### config.mk
export PLATFORM = sky130hd
export DESIGN_NAME = ruc_update_ctrl
export DESIGN_NICKNAME = d
export VERILOG_FILES = /design/src/inc/ruc_pkg.sv /design/src/hw/ruc_unit_counter.sv /design/src/hw/ruc_update_ctrl.sv
export SDC_FILE = /design/constraint.sdc
export NUM_CORES = 1
export LEC_CHECK = 0
export BUFFER_PORTS_ARGS = -buffer_cell sky130_fd_sc_hd__buf_2
export CORE_UTILIZATION = 51
export CTS_CLUSTER_DIAMETER = 200
export DETAILED_ROUTE_END_ITERATION = 6
export PLACE_DENSITY = 0.81
export REMOVE_ABC_BUFFERS = 1
export SYNTH_ARGS = -nofsm -noshare
export SYNTH_HDL_FRONTEND = slang
export SYNTH_SLANG_ARGS = --single-unit
export TNS_END_PERCENT = 20
### constraint.sdc
create_clock -name clk -period 7.4 [get_ports clk]
set_input_delay 0.74 -clock clk [delete_from_list [all_inputs] [get_ports clk]]
set_output_delay 0.74 -clock clk [all_outputs]
set_load 0.05 [all_outputs]
### src/inc/ruc_pkg.sv
/*
 * constants, register layout, timing counts and state codes of the
 * once-per-second update sequencer of a real-time clock.
 * assumes a 25 MHz system clock; all files reference names as ruc_pkg::name.
 */
// What this block does
// - update once per second only when allowed
// - set bit aborts and blocks updates
// - increment seconds, carry up to year
// - alarm when all three positions match
// - update lasts 248 or 1984 us
// - time bytes hidden from bus during update
// - progress flag rises 244 us before update
// - update-ended flag after each completed update
// - periodic flag brackets progress flag high time
// - standby gate blocks bus inputs
// - first update half second after set cleared
package ruc_pkg;

	// ==========================================================
	// timing
	// ==========================================================
	localparam int CLK_HZ          = 25_000_000;   // system clock rate
	localparam int CLK_MHZ         = CLK_HZ / 1_000_000;
	localparam int PRE_UPDATE_US   = 244;          // pre_update_delay
	localparam int UPDATE_FAST_US  = 248;          // update_duration, fast bases
	localparam int UPDATE_SLOW_US  = 1984;         // update_duration, 32.768 kHz
	localparam int SECOND_MS       = 1000;         // update period
	localparam int FIRST_UPDATE_MS = 500;          // delay after set is cleared
	localparam int PRE_UPDATE_CYC  = PRE_UPDATE_US * CLK_MHZ;
	localparam int UPDATE_FAST_CYC = UPDATE_FAST_US * CLK_MHZ;
	localparam int UPDATE_SLOW_CYC = UPDATE_SLOW_US * CLK_MHZ;
	localparam int SECOND_CYC      = SECOND_MS * (CLK_HZ / 1000);
	localparam int FIRST_UPD_CYC   = FIRST_UPDATE_MS * (CLK_HZ / 1000);

	// ==========================================================
	// register byte offsets
	// ==========================================================
	localparam logic [5:0] OFS_SEC      = 6'h00;
	localparam logic [5:0] OFS_SEC_ALM  = 6'h04;
	localparam logic [5:0] OFS_MIN      = 6'h08;
	localparam logic [5:0] OFS_MIN_ALM  = 6'h0C;
	localparam logic [5:0] OFS_HOUR     = 6'h10;
	localparam logic [5:0] OFS_HOUR_ALM = 6'h14;
	localparam logic [5:0] OFS_DOW      = 6'h18;
	localparam logic [5:0] OFS_DATE     = 6'h1C;
	localparam logic [5:0] OFS_MONTH    = 6'h20;
	localparam logic [5:0] OFS_YEAR     = 6'h24;
	localparam logic [5:0] OFS_CTRL_A   = 6'h28;
	localparam logic [5:0] OFS_CTRL_B   = 6'h2C;
	localparam logic [5:0] OFS_CTRL_C   = 6'h30;

	// ==========================================================
	// field positions
	// ==========================================================
	localparam int CA_UIP_BIT = 7;      // update_in_progress_flag
	localparam int CA_DV_LSB  = 4;      // divider_select_bit0..2 in [6:4]
	localparam int CB_SET_BIT = 7;      // set control bit
	localparam int CB_PIE_BIT = 6;      // periodic enable
	localparam int CB_AIE_BIT = 5;      // alarm enable
	localparam int CB_UIE_BIT = 4;      // update-ended enable

	// ==========================================================
	// divider codes, reset values, limits
	// ==========================================================
	localparam logic [2:0] DV_4M       = 3'h0;
	localparam logic [2:0] DV_1M       = 3'h1;
	localparam logic [2:0] DV_32K      = 3'h2;
	localparam logic [1:0] DV_CLEAR_HI = 2'h3;  // both upper bits hold divider clear
	localparam logic [6:0] CTRL_A_RST  = 7'h00;
	localparam logic [3:0] CTRL_B_RST  = 4'h0;
	localparam logic [7:0] TIME_ZERO   = 8'h00;
	localparam logic [7:0] TIME_ONE    = 8'h01;
	localparam logic [7:0] SEC_MAX     = 8'h3B;
	localparam logic [7:0] HOUR_MAX    = 8'h17;
	localparam logic [7:0] DOW_MAX     = 8'h07;
	localparam logic [7:0] MONTH_MAX   = 8'h0C;
	localparam logic [7:0] YEAR_MAX    = 8'h63;
	localparam logic [1:0] DONT_CARE   = 2'h3;  // top two alarm bits

	// ==========================================================
	// sequencer states
	// ==========================================================
	typedef enum logic [2:0] {
		ST_RUN = 3'b001,
		ST_PRE = 3'b010,
		ST_UPD = 3'b100
	} ruc_state_t;

endpackage

### src/hw/ruc_unit_counter.sv
/*
 * one time unit of the calendar chain: steps a value between a floor and
 * a ceiling and flags the carry into the next unit.
 * assumes the caller loads the result only on an update.
 */
`timescale 1ns/1ps
module ruc_unit_counter
(
	input  wire logic [7:0] value,
	input  wire logic [7:0] floorVal,
	input  wire logic [7:0] ceilVal,
	input  wire logic       step,
	output logic      [7:0] nextVal,
	output logic            carry
);

	// ==========================================================
	// step and wrap
	// ==========================================================
	// values above the ceiling also wrap, so a bad load cannot run away
	always_comb
	begin
		carry   = step && (value >= ceilVal);
		nextVal = value;
		if (carry)
		begin
			nextVal = floorVal;
		end
		else if (step)
		begin
			nextVal = value + 8'h01;
		end
	end

endmodule

### src/hw/ruc_update_ctrl.sv
/*
 * update sequencer of the clock: second prescaler, pre-update flag,
 * timed update window, calendar chain, alarm compare, status flags and an
 * Avalon-MM slave with waitrequest for the register bytes.
 * assumes a 25 MHz clock and bus inputs synchronous to it.
 */
`timescale 1ns/1ps
module ruc_update_ctrl
#(
	parameter int SEC_CYC  = ruc_pkg::SECOND_CYC,
	parameter int HALF_CYC = ruc_pkg::FIRST_UPD_CYC,
	parameter int BUC_CYC  = ruc_pkg::PRE_UPDATE_CYC,
	parameter int UCF_CYC  = ruc_pkg::UPDATE_FAST_CYC,
	parameter int UCS_CYC  = ruc_pkg::UPDATE_SLOW_CYC
)
(
	input  wire logic        clk,
	input  wire logic        rst,
	input  wire logic [5:0]  avs_address,
	input  wire logic        avs_read,
	input  wire logic        avs_write,
	input  wire logic [31:0] avs_writedata,
	input  wire logic [3:0]  avs_byteenable,
	input  wire logic        busInputGate,
	output logic      [31:0] avs_readdata,
	output logic             avs_waitrequest,
	output logic             updateInProgress,
	output logic             updateActive,
	output logic             irqRequest
);

	// ==========================================================
	// widths and fixed points
	// ==========================================================
	localparam int PW = $clog2(SEC_CYC + 1);
	localparam int UW = $clog2(UCS_CYC + UCF_CYC + 1);
	localparam logic [PW-1:0] SEC_LAST  = PW'(SEC_CYC - 1);
	localparam logic [PW-1:0] PRE_POINT = PW'(SEC_CYC - 1 - BUC_CYC);
	localparam logic [PW-1:0] HALF_PT   = PW'(HALF_CYC);
	localparam logic [UW-1:0] UCF_LAST  = UW'(UCF_CYC - 1);
	localparam logic [UW-1:0] UCS_LAST  = UW'(UCS_CYC - 1);

	// ==========================================================
	// state
	// ==========================================================
	logic [7:0]         timeR [0:6];   // sec, min, hour, dow, date, month, year
	logic [7:0]         alarmR [0:2];  // sec, min, hour alarm bytes
	logic [6:0]         ctrlA_r;       // divider select [6:4], rate [3:0]
	logic [3:0]         ctrlB_r;       // set, periodic, alarm, update enables
	logic [2:0]         flag_r;        // periodic, alarm, update-ended flags
	logic [2:0]         flag_nxt;
	logic [PW-1:0]      presc_r;       // position inside the second
	logic [PW-1:0]      perCnt_r;      // periodic interval counter
	logic [UW-1:0]      updCnt_r;      // cycles spent in the update window
	ruc_pkg::ruc_state_t state_r;
	logic [7:0]         rdByte;        // read mux result
	logic [7:0]         nextV [0:6];   // stepped calendar values
	logic [7:0]         floorV [0:6];
	logic [7:0]         ceilV [0:6];
	logic [6:0]         stepV;
	logic [6:0]         carryV;

	// ==========================================================
	// decoded controls
	// ==========================================================
	logic [2:0] dvSel;
	logic [3:0] rateSel;
	logic       setBit;
	logic       divClear;
	logic       tbValid;
	logic       holdSeq;
	logic [UW-1:0] ucLast;
	assign dvSel    = ctrlA_r[6:ruc_pkg::CA_DV_LSB];
	assign rateSel  = ctrlA_r[3:0];
	assign setBit   = ctrlB_r[3];
	assign divClear = (dvSel[2:1] == ruc_pkg::DV_CLEAR_HI);
	// only the three documented bases run; other codes stop the chain
	assign tbValid  = (dvSel == ruc_pkg::DV_4M) || (dvSel == ruc_pkg::DV_1M)
		|| (dvSel == ruc_pkg::DV_32K);
	assign holdSeq  = setBit || divClear;
	assign ucLast   = (dvSel == ruc_pkg::DV_32K) ? UCS_LAST : UCF_LAST;

	// ==========================================================
	// bus handshake
	// ==========================================================
	logic busReq;
	logic capture;
	logic wrEn;
	logic isTimeAddr;
	logic rdClrC;
	logic [7:0] wrByte;
	assign busReq     = avs_read || avs_write;
	assign capture    = busReq && avs_waitrequest;
	assign wrEn       = avs_write && !avs_waitrequest && avs_byteenable[0] && !busInputGate;
	assign isTimeAddr = (avs_address < ruc_pkg::OFS_CTRL_A);
	assign rdClrC     = capture && avs_read && !busInputGate
		&& (avs_address == ruc_pkg::OFS_CTRL_C);
	assign wrByte     = avs_writedata[7:0];

	// waitrequest drops for exactly one cycle per request
	always_ff @(posedge clk or posedge rst)
	begin
		if (rst)
			avs_waitrequest <= 1'b1;
		else
			avs_waitrequest <= !capture;
	end

	// read mux; unmapped offsets read as zero
	always_comb
	begin
		rdByte = 8'h00;
		unique case (avs_address)
			ruc_pkg::OFS_SEC:      rdByte = timeR[0];
			ruc_pkg::OFS_SEC_ALM:  rdByte = alarmR[0];
			ruc_pkg::OFS_MIN:      rdByte = timeR[1];
			ruc_pkg::OFS_MIN_ALM:  rdByte = alarmR[1];
			ruc_pkg::OFS_HOUR:     rdByte = timeR[2];
			ruc_pkg::OFS_HOUR_ALM: rdByte = alarmR[2];
			ruc_pkg::OFS_DOW:      rdByte = timeR[3];
			ruc_pkg::OFS_DATE:     rdByte = timeR[4];
			ruc_pkg::OFS_MONTH:    rdByte = timeR[5];
			ruc_pkg::OFS_YEAR:     rdByte = timeR[6];
			ruc_pkg::OFS_CTRL_A:   rdByte = {updateInProgress, ctrlA_r};
			ruc_pkg::OFS_CTRL_B:   rdByte = {ctrlB_r, 4'h0};
			ruc_pkg::OFS_CTRL_C:   rdByte = {irqRequest, flag_r, 4'h0};
			default:               rdByte = 8'h00;
		endcase
		if (busInputGate || (isTimeAddr && updateActive))
			rdByte = 8'h00;
	end

	// read data captured together with the waitrequest drop
	always_ff @(posedge clk or posedge rst)
	begin
		if (rst)
			avs_readdata <= 32'h0000_0000;
		else if (capture && avs_read)
			avs_readdata <= {24'h00_0000, rdByte};
	end

	// ==========================================================
	// control registers
	// ==========================================================
	// the progress bit of control A is read-only
	always_ff @(posedge clk or posedge rst)
	begin
		if (rst)
		begin
			ctrlA_r <= ruc_pkg::CTRL_A_RST;
			ctrlB_r <= ruc_pkg::CTRL_B_RST;
		end
		else if (wrEn && (avs_address == ruc_pkg::OFS_CTRL_A))
			ctrlA_r <= wrByte[6:0];
		else if (wrEn && (avs_address == ruc_pkg::OFS_CTRL_B))
			ctrlB_r <= wrByte[7:4];
	end

	// ==========================================================
	// second prescaler
	// ==========================================================
	// restart at half second
	always_ff @(posedge clk or posedge rst)
	begin
		if (rst)
			presc_r <= HALF_PT;
		else if (holdSeq)
			presc_r <= HALF_PT;
		else if (tbValid)
			presc_r <= (presc_r == SEC_LAST) ? '0 : presc_r + 1'b1;
	end

	logic preMark;
	logic updMark;
	logic uipRise;
	logic updStart;
	logic updEnd;
	assign preMark  = tbValid && !holdSeq && (presc_r == PRE_POINT);
	assign updMark  = tbValid && !holdSeq && (presc_r == SEC_LAST);
	assign uipRise  = (state_r == ruc_pkg::ST_RUN) && preMark;
	assign updStart = (state_r == ruc_pkg::ST_PRE) && updMark;
	assign updEnd   = (state_r == ruc_pkg::ST_UPD) && tbValid && !holdSeq
		&& (updCnt_r == ucLast);

	// ==========================================================
	// update sequencer
	// ==========================================================
	// run -> pre (flag up) -> update window -> run
	always_ff @(posedge clk or posedge rst)
	begin
		if (rst)
		begin
			state_r          <= ruc_pkg::ST_RUN;
			updateInProgress <= 1'b0;
			updateActive     <= 1'b0;
			updCnt_r         <= '0;
		end
		else if (holdSeq || !tbValid)
		begin
			state_r          <= ruc_pkg::ST_RUN;
			updateInProgress <= 1'b0;
			updateActive     <= 1'b0;
			updCnt_r         <= '0;
		end
		else
		begin
			unique case (state_r)
				ruc_pkg::ST_RUN:
					if (preMark)
					begin
						state_r          <= ruc_pkg::ST_PRE;
						updateInProgress <= 1'b1;
					end
				ruc_pkg::ST_PRE:
					if (updMark)
					begin
						state_r      <= ruc_pkg::ST_UPD;
						updateActive <= 1'b1;
						updCnt_r     <= '0;
					end
				ruc_pkg::ST_UPD:
					if (updEnd)
					begin
						state_r          <= ruc_pkg::ST_RUN;
						updateInProgress <= 1'b0;
						updateActive     <= 1'b0;
					end
					else
						updCnt_r <= updCnt_r + 1'b1;
			endcase
		end
	end

	// ==========================================================
	// calendar chain
	// ==========================================================
	// days in the current month; every fourth year is a leap year
	function automatic logic [7:0] monthDays(input logic [7:0] mon, input logic [7:0] yr);
		logic [7:0] d;
		d = 8'h1F;
		if (mon == 8'h02)
			d = (yr[1:0] == 2'b00) ? 8'h1D : 8'h1C;
		else if ((mon == 8'h04) || (mon == 8'h06) || (mon == 8'h09) || (mon == 8'h0B))
			d = 8'h1E;
		return d;
	endfunction

	always_comb
	begin
		floorV = '{8'h00, 8'h00, 8'h00, 8'h01, 8'h01, 8'h01, 8'h00};
		ceilV  = '{ruc_pkg::SEC_MAX, ruc_pkg::SEC_MAX, ruc_pkg::HOUR_MAX, ruc_pkg::DOW_MAX,
			monthDays(timeR[5], timeR[6]), ruc_pkg::MONTH_MAX, ruc_pkg::YEAR_MAX};
		// day of week and date both follow the hour carry
		stepV  = {carryV[5], carryV[4], carryV[2], carryV[2], carryV[1], carryV[0], 1'b1};
	end

	genvar gi;
	generate
		for (gi = 0; gi < 7; gi++)
		begin : gUnit
			ruc_unit_counter uCnt
			(
				.value    (timeR[gi]),
				.floorVal (floorV[gi]),
				.ceilVal  (ceilV[gi]),
				.step     (stepV[gi]),
				.nextVal  (nextV[gi]),
				.carry    (carryV[gi])
			);
		end
	endgenerate

	// time bytes: stepped on update start, writable outside the window
	always_ff @(posedge clk or posedge rst)
	begin
		if (rst)
		begin
			timeR <= '{8'h00, 8'h00, 8'h00, 8'h01, 8'h01, 8'h01, 8'h00};
			alarmR <= '{8'h00, 8'h00, 8'h00};
		end
		else if (updStart)
			timeR <= nextV;
		else if (wrEn && !updateActive)
		begin
			unique case (avs_address)
				ruc_pkg::OFS_SEC:      timeR[0]  <= wrByte;
				ruc_pkg::OFS_SEC_ALM:  alarmR[0] <= wrByte;
				ruc_pkg::OFS_MIN:      timeR[1]  <= wrByte;
				ruc_pkg::OFS_MIN_ALM:  alarmR[1] <= wrByte;
				ruc_pkg::OFS_HOUR:     timeR[2]  <= wrByte;
				ruc_pkg::OFS_HOUR_ALM: alarmR[2] <= wrByte;
				ruc_pkg::OFS_DOW:      timeR[3]  <= wrByte;
				ruc_pkg::OFS_DATE:     timeR[4]  <= wrByte;
				ruc_pkg::OFS_MONTH:    timeR[5]  <= wrByte;
				ruc_pkg::OFS_YEAR:     timeR[6]  <= wrByte;
				default:               ;
			endcase
		end
	end

	// ==========================================================
	// alarm compare
	// ==========================================================
	logic [2:0] almMatch;
	logic       alarmHit;
	always_comb
	begin
		for (int i = 0; i < 3; i++)
			almMatch[i] = (alarmR[i] == timeR[i])
				|| (alarmR[i][7:6] == ruc_pkg::DONT_CARE);
	end
	assign alarmHit = &almMatch;

	// ==========================================================
	// periodic interval
	// ==========================================================
	logic [PW-1:0] perLast;
	logic          rateOn;
	logic          pfSet;
	assign rateOn  = (rateSel != 4'h0);
	assign perLast = PW'((SEC_CYC >> (5'd16 - {1'b0, rateSel})) - 1);
	assign pfSet   = rateOn && (uipRise || (perCnt_r == perLast));

	// restarting at the flag rise keeps the high interval between two ticks
	always_ff @(posedge clk or posedge rst)
	begin
		if (rst)
			perCnt_r <= '0;
		else if (uipRise || !rateOn || (perCnt_r == perLast))
			perCnt_r <= '0;
		else
			perCnt_r <= perCnt_r + 1'b1;
	end

	// ==========================================================
	// flags and interrupt request
	// ==========================================================
	// periodic, alarm and update-ended flags
	always_comb
	begin
		flag_nxt = flag_r & ~{3{rdClrC}};
		flag_nxt = flag_nxt | {pfSet, updEnd && alarmHit, updEnd};
	end

	// a set arriving with the clearing read still wins
	always_ff @(posedge clk or posedge rst)
	begin
		if (rst)
		begin
			flag_r     <= 3'h0;
			irqRequest <= 1'b0;
		end
		else
		begin
			flag_r     <= flag_nxt;
			irqRequest <= |(flag_nxt & ctrlB_r[2:0]);
		end
	end

	logic [PW-1:0] leadCnt;
	logic [UW-1:0] actLen;
	always_ff @(posedge clk or posedge rst)
	begin
		if (rst)
		begin
			leadCnt <= '0;
			actLen  <= '0;
		end
		else
		begin
			leadCnt <= (state_r == ruc_pkg::ST_PRE) ? leadCnt + 1'b1 : '0;
			actLen  <= updateActive ? actLen + 1'b1 : '0;
		end
	end
endmodule

# Word-level counts from Yosys, hierarchy flattened
# Cells that the tools add are included.
[word_totals]
wordCells = 221
out_inout_bits = 36
input_bits = 47
register_bits = 175
[op_classes]
n_bitwise = 6
n_lt_le_gt_ge = 8
shifts = 1
addsub = 12
eq_ne = 43
reduce_logical = 81
n_mux = 48
[ops]
columns = ["op", "n"]
rows = [
  ["$mux W8", 21],
  ["$mux W56", 2],
  ["$pmux W8 S13", 1],
  ["$mux W25", 4],
  ["$mux W16", 4],
  ["$add A8 B1 Y8 const B", 7],
  ["$add A25 B1 Y25 const B", 2],
  ["$eq A25 B25 Y1 const B", 2],
  ["$reduce_and A3 Y1", 14],
  ["$pmux W16 S2", 1],
  ["$eq A6 B6 Y1 const B", 5],
  ["$logic_and A1 B1 Y1", 27],
  ["$eq A25 B25 Y1", 1],
  ["$shr A25 B5 Y25 const A", 1],
  ["$sub A25 B2 Y25 const B", 1],
  ["$eq A6 B5 Y1 const B", 4],
  ["$eq A8 B8 Y1", 3],
  ["$ne A3 B1 Y1 const B", 6],
  ["$reduce_bool A2 Y1", 9],
  ["$add A16 B1 Y16 const B", 1],
  ["$eq A16 B16 Y1", 1],
  ["$eq A8 B3 Y1 const B", 2],
  ["$eq A8 B4 Y1 const B", 2],
  ["$ge A8 B6 Y1 const B", 2],
  ["34 further kinds", 76],
]

# Logic depth before layout (Yosys ltp)
# Gate-level depths: netlist of the first run.
[logic_depth]
depth_word = 12
mapped_depth = 20
mapped_depth_nobuf = 16

# By module
# Synthesis of the first run repeated with hierarchy kept, for this count alone.
[hier_totals]
cells_unflattened = 1616
hier_area_um2 = 14654.1
[modules_own_cells]
columns = ["mod", "cells_each", "area_each_um2", "n_inst"]
rows = [
  ["ruc_update_ctrl", 1217, 11247.0, 1],
  ["ruc_unit_counter", 57, 486.7, 7],
]

# Least setup slack after synthesis of the first run
# No wires, ideal clock.
[synth_path]
kind = "register to register"
startpoint = "reg ctrlA_r[0]"
endpoint = "reg perCnt_r[17]"
synth_period_minus_slack_ns = 4.692
arrival_ns = 4.554
path_slack_ns = 2.708
stages_incl_launch_ff = 21
t_required_ns = 7.262
setup_time_ns = 0.138
path_cell_list = "dfrtp_1 buf_4 inv_1 ha_1 buf_4 or3b_1 clkbuf_1 o211ai_1 and2_1 inv_1 ha_1 xnor2_1 xor2_1 a221o_1 nor4_1 or4b_1 nor4_2 and4b_1 buf_4 buf_4 nor4_1"
[synth_between]
elab_chain_cells = 6
[synth_rtl]
columns = ["item", "line", "text"]
rows = [
  ["start: declaration", "ruc_update_ctrl.sv:48", "logic [6:0] ctrlA_r;"],
  ["start signal: assignment", "ruc_update_ctrl.sv:150", "ctrlA_r <= ruc_pkg::CTRL_A_RST;"],
  ["start signal: assignment", "ruc_update_ctrl.sv:154", "ctrlA_r <= wrByte[6:0];"],
  ["$sub A5 B4 Y5", "ruc_update_ctrl.sv:321", "assign perLast = PW'((SEC_CYC >> (5'd16 - {1'b0, rateSel})) - 1);"],
  ["$shr A25 B5 Y25", "ruc_update_ctrl.sv:321", ""],
  ["$sub A25 B2 Y25", "ruc_update_ctrl.sv:321", ""],
  ["$eq A25 B25 Y1", "ruc_update_ctrl.sv:329", "else if (uipRise || !rateOn || (perCnt_r == perLast))"],
  ["$logic_or A1 B1 Y1 *", "ruc_update_ctrl.sv:329", ""],
  ["$mux W25 *", "ruc_update_ctrl.sv:329", ""],
  ["end signal: assignment", "ruc_update_ctrl.sv:332", "perCnt_r <= perCnt_r + 1'b1;"],
  ["end: declaration", "ruc_update_ctrl.sv:53", "logic [PW-1:0] perCnt_r;"],
]
# Every way passes the cells marked *; elsewhere a longest branch is shown, timed or not.
# A chain may end at the register's enable or synchronous reset.

# Worst setup path in the final report of the first run
[layout_path]
startpoint = "reg ctrlA_r[0]"
endpoint = "reg perCnt_r[2]"
# Same word-level chain as after synthesis.

==> flow_metrics.tcl, run 1 <==
set metrics [dict create \
    setup_viol 0 \
    synth_edf_count 0 \
    yosysUniqueCellTypes 90 \
    clk_pin_slew_ns 0.07 \
    antenna_found_initial 0 \
    power_leakage_uw 0.00555 \
    cts.repair.resized 0 \
    first_pass_iters 5 \
    grt_pass1_wl_um 55600 \
    fillCellCount 2052 \
    critPathMaxFanout 25 \
    place_inst 1662 \
    path_buf_inv 2 \
    port_buffers 31 \
    final_nets 1440 \
    final_cell_mix "158 x dfrtp_1, 151 x nand2_1, 110 x o21ai_0" \
    post-cts-setup-buffers 0 \
    power_density_mw_per_mm2 190 \
    die_area_mm2 0.0241 \
    drc_errors 0 \
    clock-root-buffer "clkbuf_16" \
    critPathSlowestCell "and4b_1" \
    syn_area_mm2 0.0120 \
    layout-drive-gt1-share_pct 12.0 \
    worstRegToRegCells 16 \
    hold_viol 0 \
    slowest_delay_ns 0.89 \
    cts_buffer_depth 2 \
    drtIter0Drc 1363 \
    hpwlAfterDp_um 24400 \
    cts_tree "yes" \
    period_minus_slack_ns 6.03 \
    cp-start-kind "flip-flop" \
    num_rows 55 \
    end_kind "flip-flop" \
    grt_pass1_vias 10200 \
    tns_ns 0 \
    ff2ff_setup_slack_ns 1.37 \
    grt.total_usage_pct 29.3 \
    synthArstFlopShare_pct 100 \
    cp.arrival_ns 6.31 \
    syn_to_final_growth_pct 7.00 \
    drt-vias-per-instance 6.47 \
    cts_buffers 17 \
    path_depth 16 \
    worstHoldStart "avs_read" \
    critPathTopFamily "simple AND/OR/NAND/NOR gates" \
    worst_hold_path_type "in2reg" \
    htreeDepth 4 \
    r2r-end "perCnt_r[2]$_DFF_PP0_" \
    max_slew_margin_pct 11.8 \
    place_congestion 1.00 \
    stdcell_count 1694 \
    crit_required_ns 7.68 \
    path_class "reg2reg" \
    slew_violations 0 \
    syn_avg_cell_area_um2 8.75 \
    yosys_warnings 0 \
    ioPinCount 83 \
    cts.sinks 175 \
    dieHeight_um 155 \
    hold_buffers 0 \
    postSynthCellCount 1368 \
    fp.dieW_um 155 \
    yosysSeqAreaShare_pct 36.8 \
    worstPathCellList "inv_1 > ha_1 > xor2_2 > mux2_2 > o211ai_1 > and2_1 > inv_1 > ha_1 > xnor2_1 > xor2_1 > a221o_1 > nor4_1 > or4b_1 > nor4_2 > and4b_1 > nor4_1" \
    final_common_cell "dfrtp_1" \
    fin_util_pct 56.1 \
    place_ws_ns 1.47 \
    clk_latency_ns 0.45 \
    vias 11000 \
    clock.fmax_ghz 0.166 \
    fin_ws_ns 1.37 \
    overflow 0 \
    rsz0062_at_grt "false" \
    crit_end "perCnt_r[2]$_DFF_PP0_" \
    reg2reg_from "ctrlA_r[0]$_DFFE_PP0P_" \
    ant_nets 0 \
    start_util_pct 52.4 \
    status "completed" \
    tightest_slew_ns 1.32 \
    core_mm2 0.0228 \
    ir_worst_vdd_mv 0.124 \
    route.detailed.wl_per_inst_um 20.1 \
    grt_start_max_net_pins 109 \
    n_antenna_cell 0 \
    routed_wl_um 34100 \
    ys.flop_type "dfrtp_1" \
    synth-seq-cells 175 \
    finClkSkew_ns 0.0172 \
    whs_path_depth 2 \
    fin_crit_sh_pct 81.5 \
    drv_cap 0 \
    startpoint "ctrlA_r[0]$_DFFE_PP0P_" \
]
routing by layer:
| metal | global-route usage, % | vias up | part of all wire, % |
|---|---|---|---|
| met4 | 7.14 | 0 | 2.0 |
| met2 | 44.2 | 568 | 44 |
| met5 | 0 | - | 0 |
| li1 | - | 5018 | - |
| met3 | 5.79 | 74 | 9.5 |
| met1 | 42.9 | 5304 | 45 |
registers in the layout, indices dropped and copies added, names as in the netlist:
name / cells
updCnt_r: 16
alarmR: 24
updateInProgress: 1
ctrlA_r: 7
state_r: 3
flag_r: 3
perCnt_r: 25
avs_waitrequest: 1
ctrlB_r: 4
timeR: 56
irqRequest: 1
updateActive: 1
presc_r: 25
avs_readdata: 8
final cells by class:
type | instances | area [um2] | area share (%)
Clock buffer | 19 | 453 | 3.54
Multi-Input combinational cell | 1096 | 7040 | 55.0
Timing Repair Buffer | 40 | 223 | 1.74
Clock inverter | 13 | 151 | 1.18
Sequential cell | 175 | 4400 | 34.4
Inverter | 38 | 148 | 1.15
Tap cell | 313 | 392 | 3.06
worst min path at each step:
stage	slack, ns	to
floorplan	0.44	presc_r[24]$_DFFE_PP0P_
finish	0.46	avs_waitrequest$_DFF_PP1_
detailed placement	0.47	avs_readdata[1]$_DFFE_PP0P_
global route	0.45	avs_waitrequest$_DFF_PP1_
global placement	0.46	avs_readdata[1]$_DFFE_PP0P_
CTS	0.45	avs_waitrequest$_DFF_PP1_
cells in the mapped netlist (18+ instances only):
cell type | n | area share, %
nand2_1 | 151 | 4.7
a21oi_1 | 40 | 1.7
o31ai_1 | 19 | 1.2
a22oi_1 | 24 | 1.5
and2_1 | 18 | 0.94
o21ai_0 | 110 | 4.6
nand3_1 | 58 | 2.4
and3_1 | 30 | 1.6
nor3_1 | 30 | 1.3
buf_4 | 31 | 1.9
nor4_1 | 46 | 2.4
ha_1 | 25 | 2.6
xnor2_1 | 39 | 2.9
nand2b_1 | 21 | 1.1
a22o_1 | 26 | 1.9
xor2_1 | 44 | 3.2
clkbuf_1 | 31 | 0.97
dfrtp_1 | 158 | 33
mux2_2 | 40 | 3.8
nor2_1 | 98 | 3.1
inv_1 | 38 | 1.2
report_power, final:
part	leakage (uW)	internal, uW	switching [uW]
registers	0.00231	1040	93.4
logic	0.00295	131	236
clock network	0.000288	522	415
total	0.00555	1690	744
cells by family after synthesis:
kind of cell / count (synthesis) / share of synthesized area (%)
flip-flops: 175 / 36.8
AO/OA/AOI/OAI: 366 / 20.9
AND/OR/NAND/NOR: 547 / 23.6
multiplexers: 49 / 4.62
adder cells (fa/ha/maj): 25 / 2.61
XOR/XNOR: 85 / 6.35
other: 1 / 0.0313
buffers and inverters: 120 / 5.18
stage by stage:
stage	total power [uW]	cell area, um2	hold slack (ns)
after floorplan	1390	11600	0.445
after global placement	1500	12200	0.459
after detailed placement	1510	12200	0.469
after CTS	2440	12800	0.454
after global routing	2530	12800	0.450
final	2440	12800	0.457
(Power assumes the default switching activity.)
==> inputs of run 2 (changes only) <==
- ABC_AREA: unset -> 1
- PLACE_DENSITY: 0.81 -> 0.84
- clock period: 7.4 -> 5.5 ns (I/O delays scaled with it)
==> flow_metrics.tcl, run 2 <==
set metrics [dict create \
    status "completed" \
    grt_pass1_wl_um 54400 \
    path_buf_inv 4 \
    cp.arrival_ns 4.19 \
    synth_most_common_cell "nand2_1" \
    yosys_warnings 0 \
    top_regs "timeR: 56 flops, perCnt_r: 25 flops, presc_r: 25 flops" \
    ys_top_cells_by_area "dfrtp_1 34%, nand2_1 10%, inv_1 7.4%, o21ai_0 5.3%, nor2_1 4.9%" \
    worst_hold_path_type "in2async" \
    regMostFlops "timeR" \
    fin_hold_ws_ns 0.182 \
    synthMuxAreaShare_pct 0.0862 \
    critPathSlowestCell "dfrtp_1" \
    postSynthCellCount 1583 \
    drv_cap 0 \
    fin_ws_ns 1.64 \
    overflow 0 \
    first_pass_iters 6 \
    final_area_mm2 0.0126 \
    slowest_delay_ns 0.53 \
    crit_required_ns 5.83 \
    syn_avg_cell_area_um2 7.34 \
    ir_worst_vdd_mv 0.202 \
    cts_buffer_depth 2 \
    hpwlAfterDp_um 25100 \
    fin_crit_sh_pct 70.2 \
    synth_compound_area_share_pct 16.0 \
    max_slew_margin_pct 37.4 \
    synthTopCellsByCount "314 x nand2_1, 230 x inv_1, 158 x dfrtp_1" \
    drc_errors 0 \
    yosysUniqueCellTypes 61 \
    synth-seq-cells 175 \
    fp.dieW_um 153 \
    final_common_cell "nand2_1" \
    core_mm2 0.0221 \
    final_nets 1685 \
    n_antenna_cell 0 \
    antenna_found_initial 0 \
    path_class "reg2reg" \
    synth_top_cell_by_area "dfrtp_1" \
    place_congestion 1.00 \
    power_leakage_uw 0.00591 \
    grt_start_max_net_pins 71 \
    finClkSkew_ns 0.0179 \
    ant_nets 0 \
    end_kind "flip-flop" \
    synthArstFlopShare_pct 100 \
    rsz0062_at_grt "false" \
    critPathMaxFanout 25 \
    hold_viol 0 \
    post-cts-setup-buffers 0 \
    path_common_cell "nand2_1" \
    ys.flop_type "dfrtp_1" \
    clock-root-buffer "clkbuf_16" \
    die_area_mm2 0.0234 \
    cts.repair.resized 0 \
    layout-drive-gt1-share_pct 8.24 \
    routed_wl_um 33600 \
    syn_to_final_growth_pct 8.19 \
    synth_top_family_by_area "simple AND/OR/NAND/NOR gates" \
    syn_area_mm2 0.0116 \
    start_util_pct 52.6 \
    worstPathCellList "inv_1 > ha_1 > nand2_2 > inv_2 > nor2_4 > nand2_1 > nand2_1 > nand2_1 > nand3_1 > nand2_2 > inv_1 > ha_1 > nand4_1 > nor2_2 > xnor2_1 > nand2_1 > inv_1 > nand2_1 > nor2_1 > nand3_2 > nand3_4 > nor3b_1" \
    vias 11300 \
    tns_ns 0 \
    yosysSeqAreaShare_pct 37.9 \
    fillCellCount 2021 \
    drtIter0Drc 990 \
    num_rows 54 \
    place_area_mm2 0.0119 \
    cts_buffers 17 \
    clock.fmax_ghz 0.259 \
    drt-vias-per-instance 5.92 \
    synth-simple-area-share_pct 27.3 \
    dieHeight_um 153 \
    tightest_slew_ns 0.936 \
    stdcell_count 1906 \
    place_inst 1874 \
    power_density_mw_per_mm2 278 \
    synth_edf_count 0 \
    cp-start-kind "flip-flop" \
    route.detailed.wl_per_inst_um 17.6 \
    cts_tree "yes" \
    place_ws_ns 1.70 \
    cts.sinks 175 \
    critPathTopFamily "simple AND/OR/NAND/NOR gates" \
    final_cell_mix "314 x nand2_1, 229 x inv_1, 158 x dfrtp_1" \
    slew_violations 0 \
    synth_top_area_share_pct 34.0 \
    clk_pin_slew_ns 0.08 \
    htreeDepth 4 \
    ioPinCount 83 \
    largest_register_ffs 56 \
    setup_viol 0 \
    grt_pass1_vias 10500 \
    synthXorXnorAreaFrac_pct 5.55 \
    hold_buffers 0 \
    grt.total_usage_pct 29.5 \
    synth-adder-area-share_pct 2.69 \
    clk_latency_ns 0.46 \
    port_buffers 31 \
    period_minus_slack_ns 3.86 \
]
-- run 2: cell types whose count changed after synthesis, moves of 32 or more --
| cell | previous run | this run |
|---|---|---|
| inv_1 | 38 | 230 |
| nand2_1 | 151 | 314 |
| nor2_1 | 98 | 151 |
| nand3_1 | 58 | 102 |
| mux2_2 | 40 | 0 |
| a21oi_1 | 40 | 77 |
| nor4_1 | 46 | 14 |
-- run 2: logic make-up (layout without fill, tap and decap cells) --
group                      Yosys count  after routing
other                                1             24
adders and majority gates           25             25
and+or+nand+nor                    706            706
xor gates and xnor gates            72             72
DFF                                175            175
AOI/OAI and AO/OA                  316            316
buffers and inverters              287            307
muxes                                1              1
-- run 2: power breakdown --
part	internal (uW)	switching [uW]	total, uW	leakage, uW
clock	676	655	1330	0.000315
sequential	1410	108	1520	0.00218
combinational	201	444	645	0.00341
-- run 2: metrics by stage --
step	power [uW]	utilization, %
detailed placement	2180	53.9
finish	3490	56.9
global placement	2150	53.9
global route	3640	56.9
floorplan	2010	-
CTS	3490	56.9
-- run 2: layout make-up --
cell class,instances,area [um2],area share (%)
multi-input combinational,1144,6080,48.4
sequential,175,4400,35.0
inverter,241,910,7.24
clock buffer,19,475,3.78
tap,280,350,2.79
timing repair buffer,34,178,1.41
clock inverter,13,171,1.36
-- run 2: metal layers --
layer | global-route usage, % | wire [um] | vias to the layer above
met4 | 15.2 | 1520 | 0
met2 | 49.1 | 15800 | 561
met5 | 0 | 0 | -
met3 | 5.19 | 2650 | 120
met1 | 36.9 | 13600 | 5305
li1 | - | - | 5303
-- run 2: final timing paths --
kind	from	end	slack, ns	depth (start not counted)
max in group asynchronous	rst	alarmR[0]$_DFFE_PP0P_	4.12	3
min in group clk	avs_read	avs_waitrequest$_DFF_PP1_	0.25	2
hold reg to reg	avs_waitrequest$_DFF_PP1_	avs_waitrequest$_DFF_PP1_	0.49	1
setup / recovery	ctrlA_r[0]$_DFFE_PP0P_	perCnt_r[3]$_DFF_PP0_	1.64	22
hold / removal	rst	perCnt_r[8]$_DFF_PP0_	0.18	2
setup reg to reg	ctrlA_r[0]$_DFFE_PP0P_	perCnt_r[3]$_DFF_PP0_	1.64	22
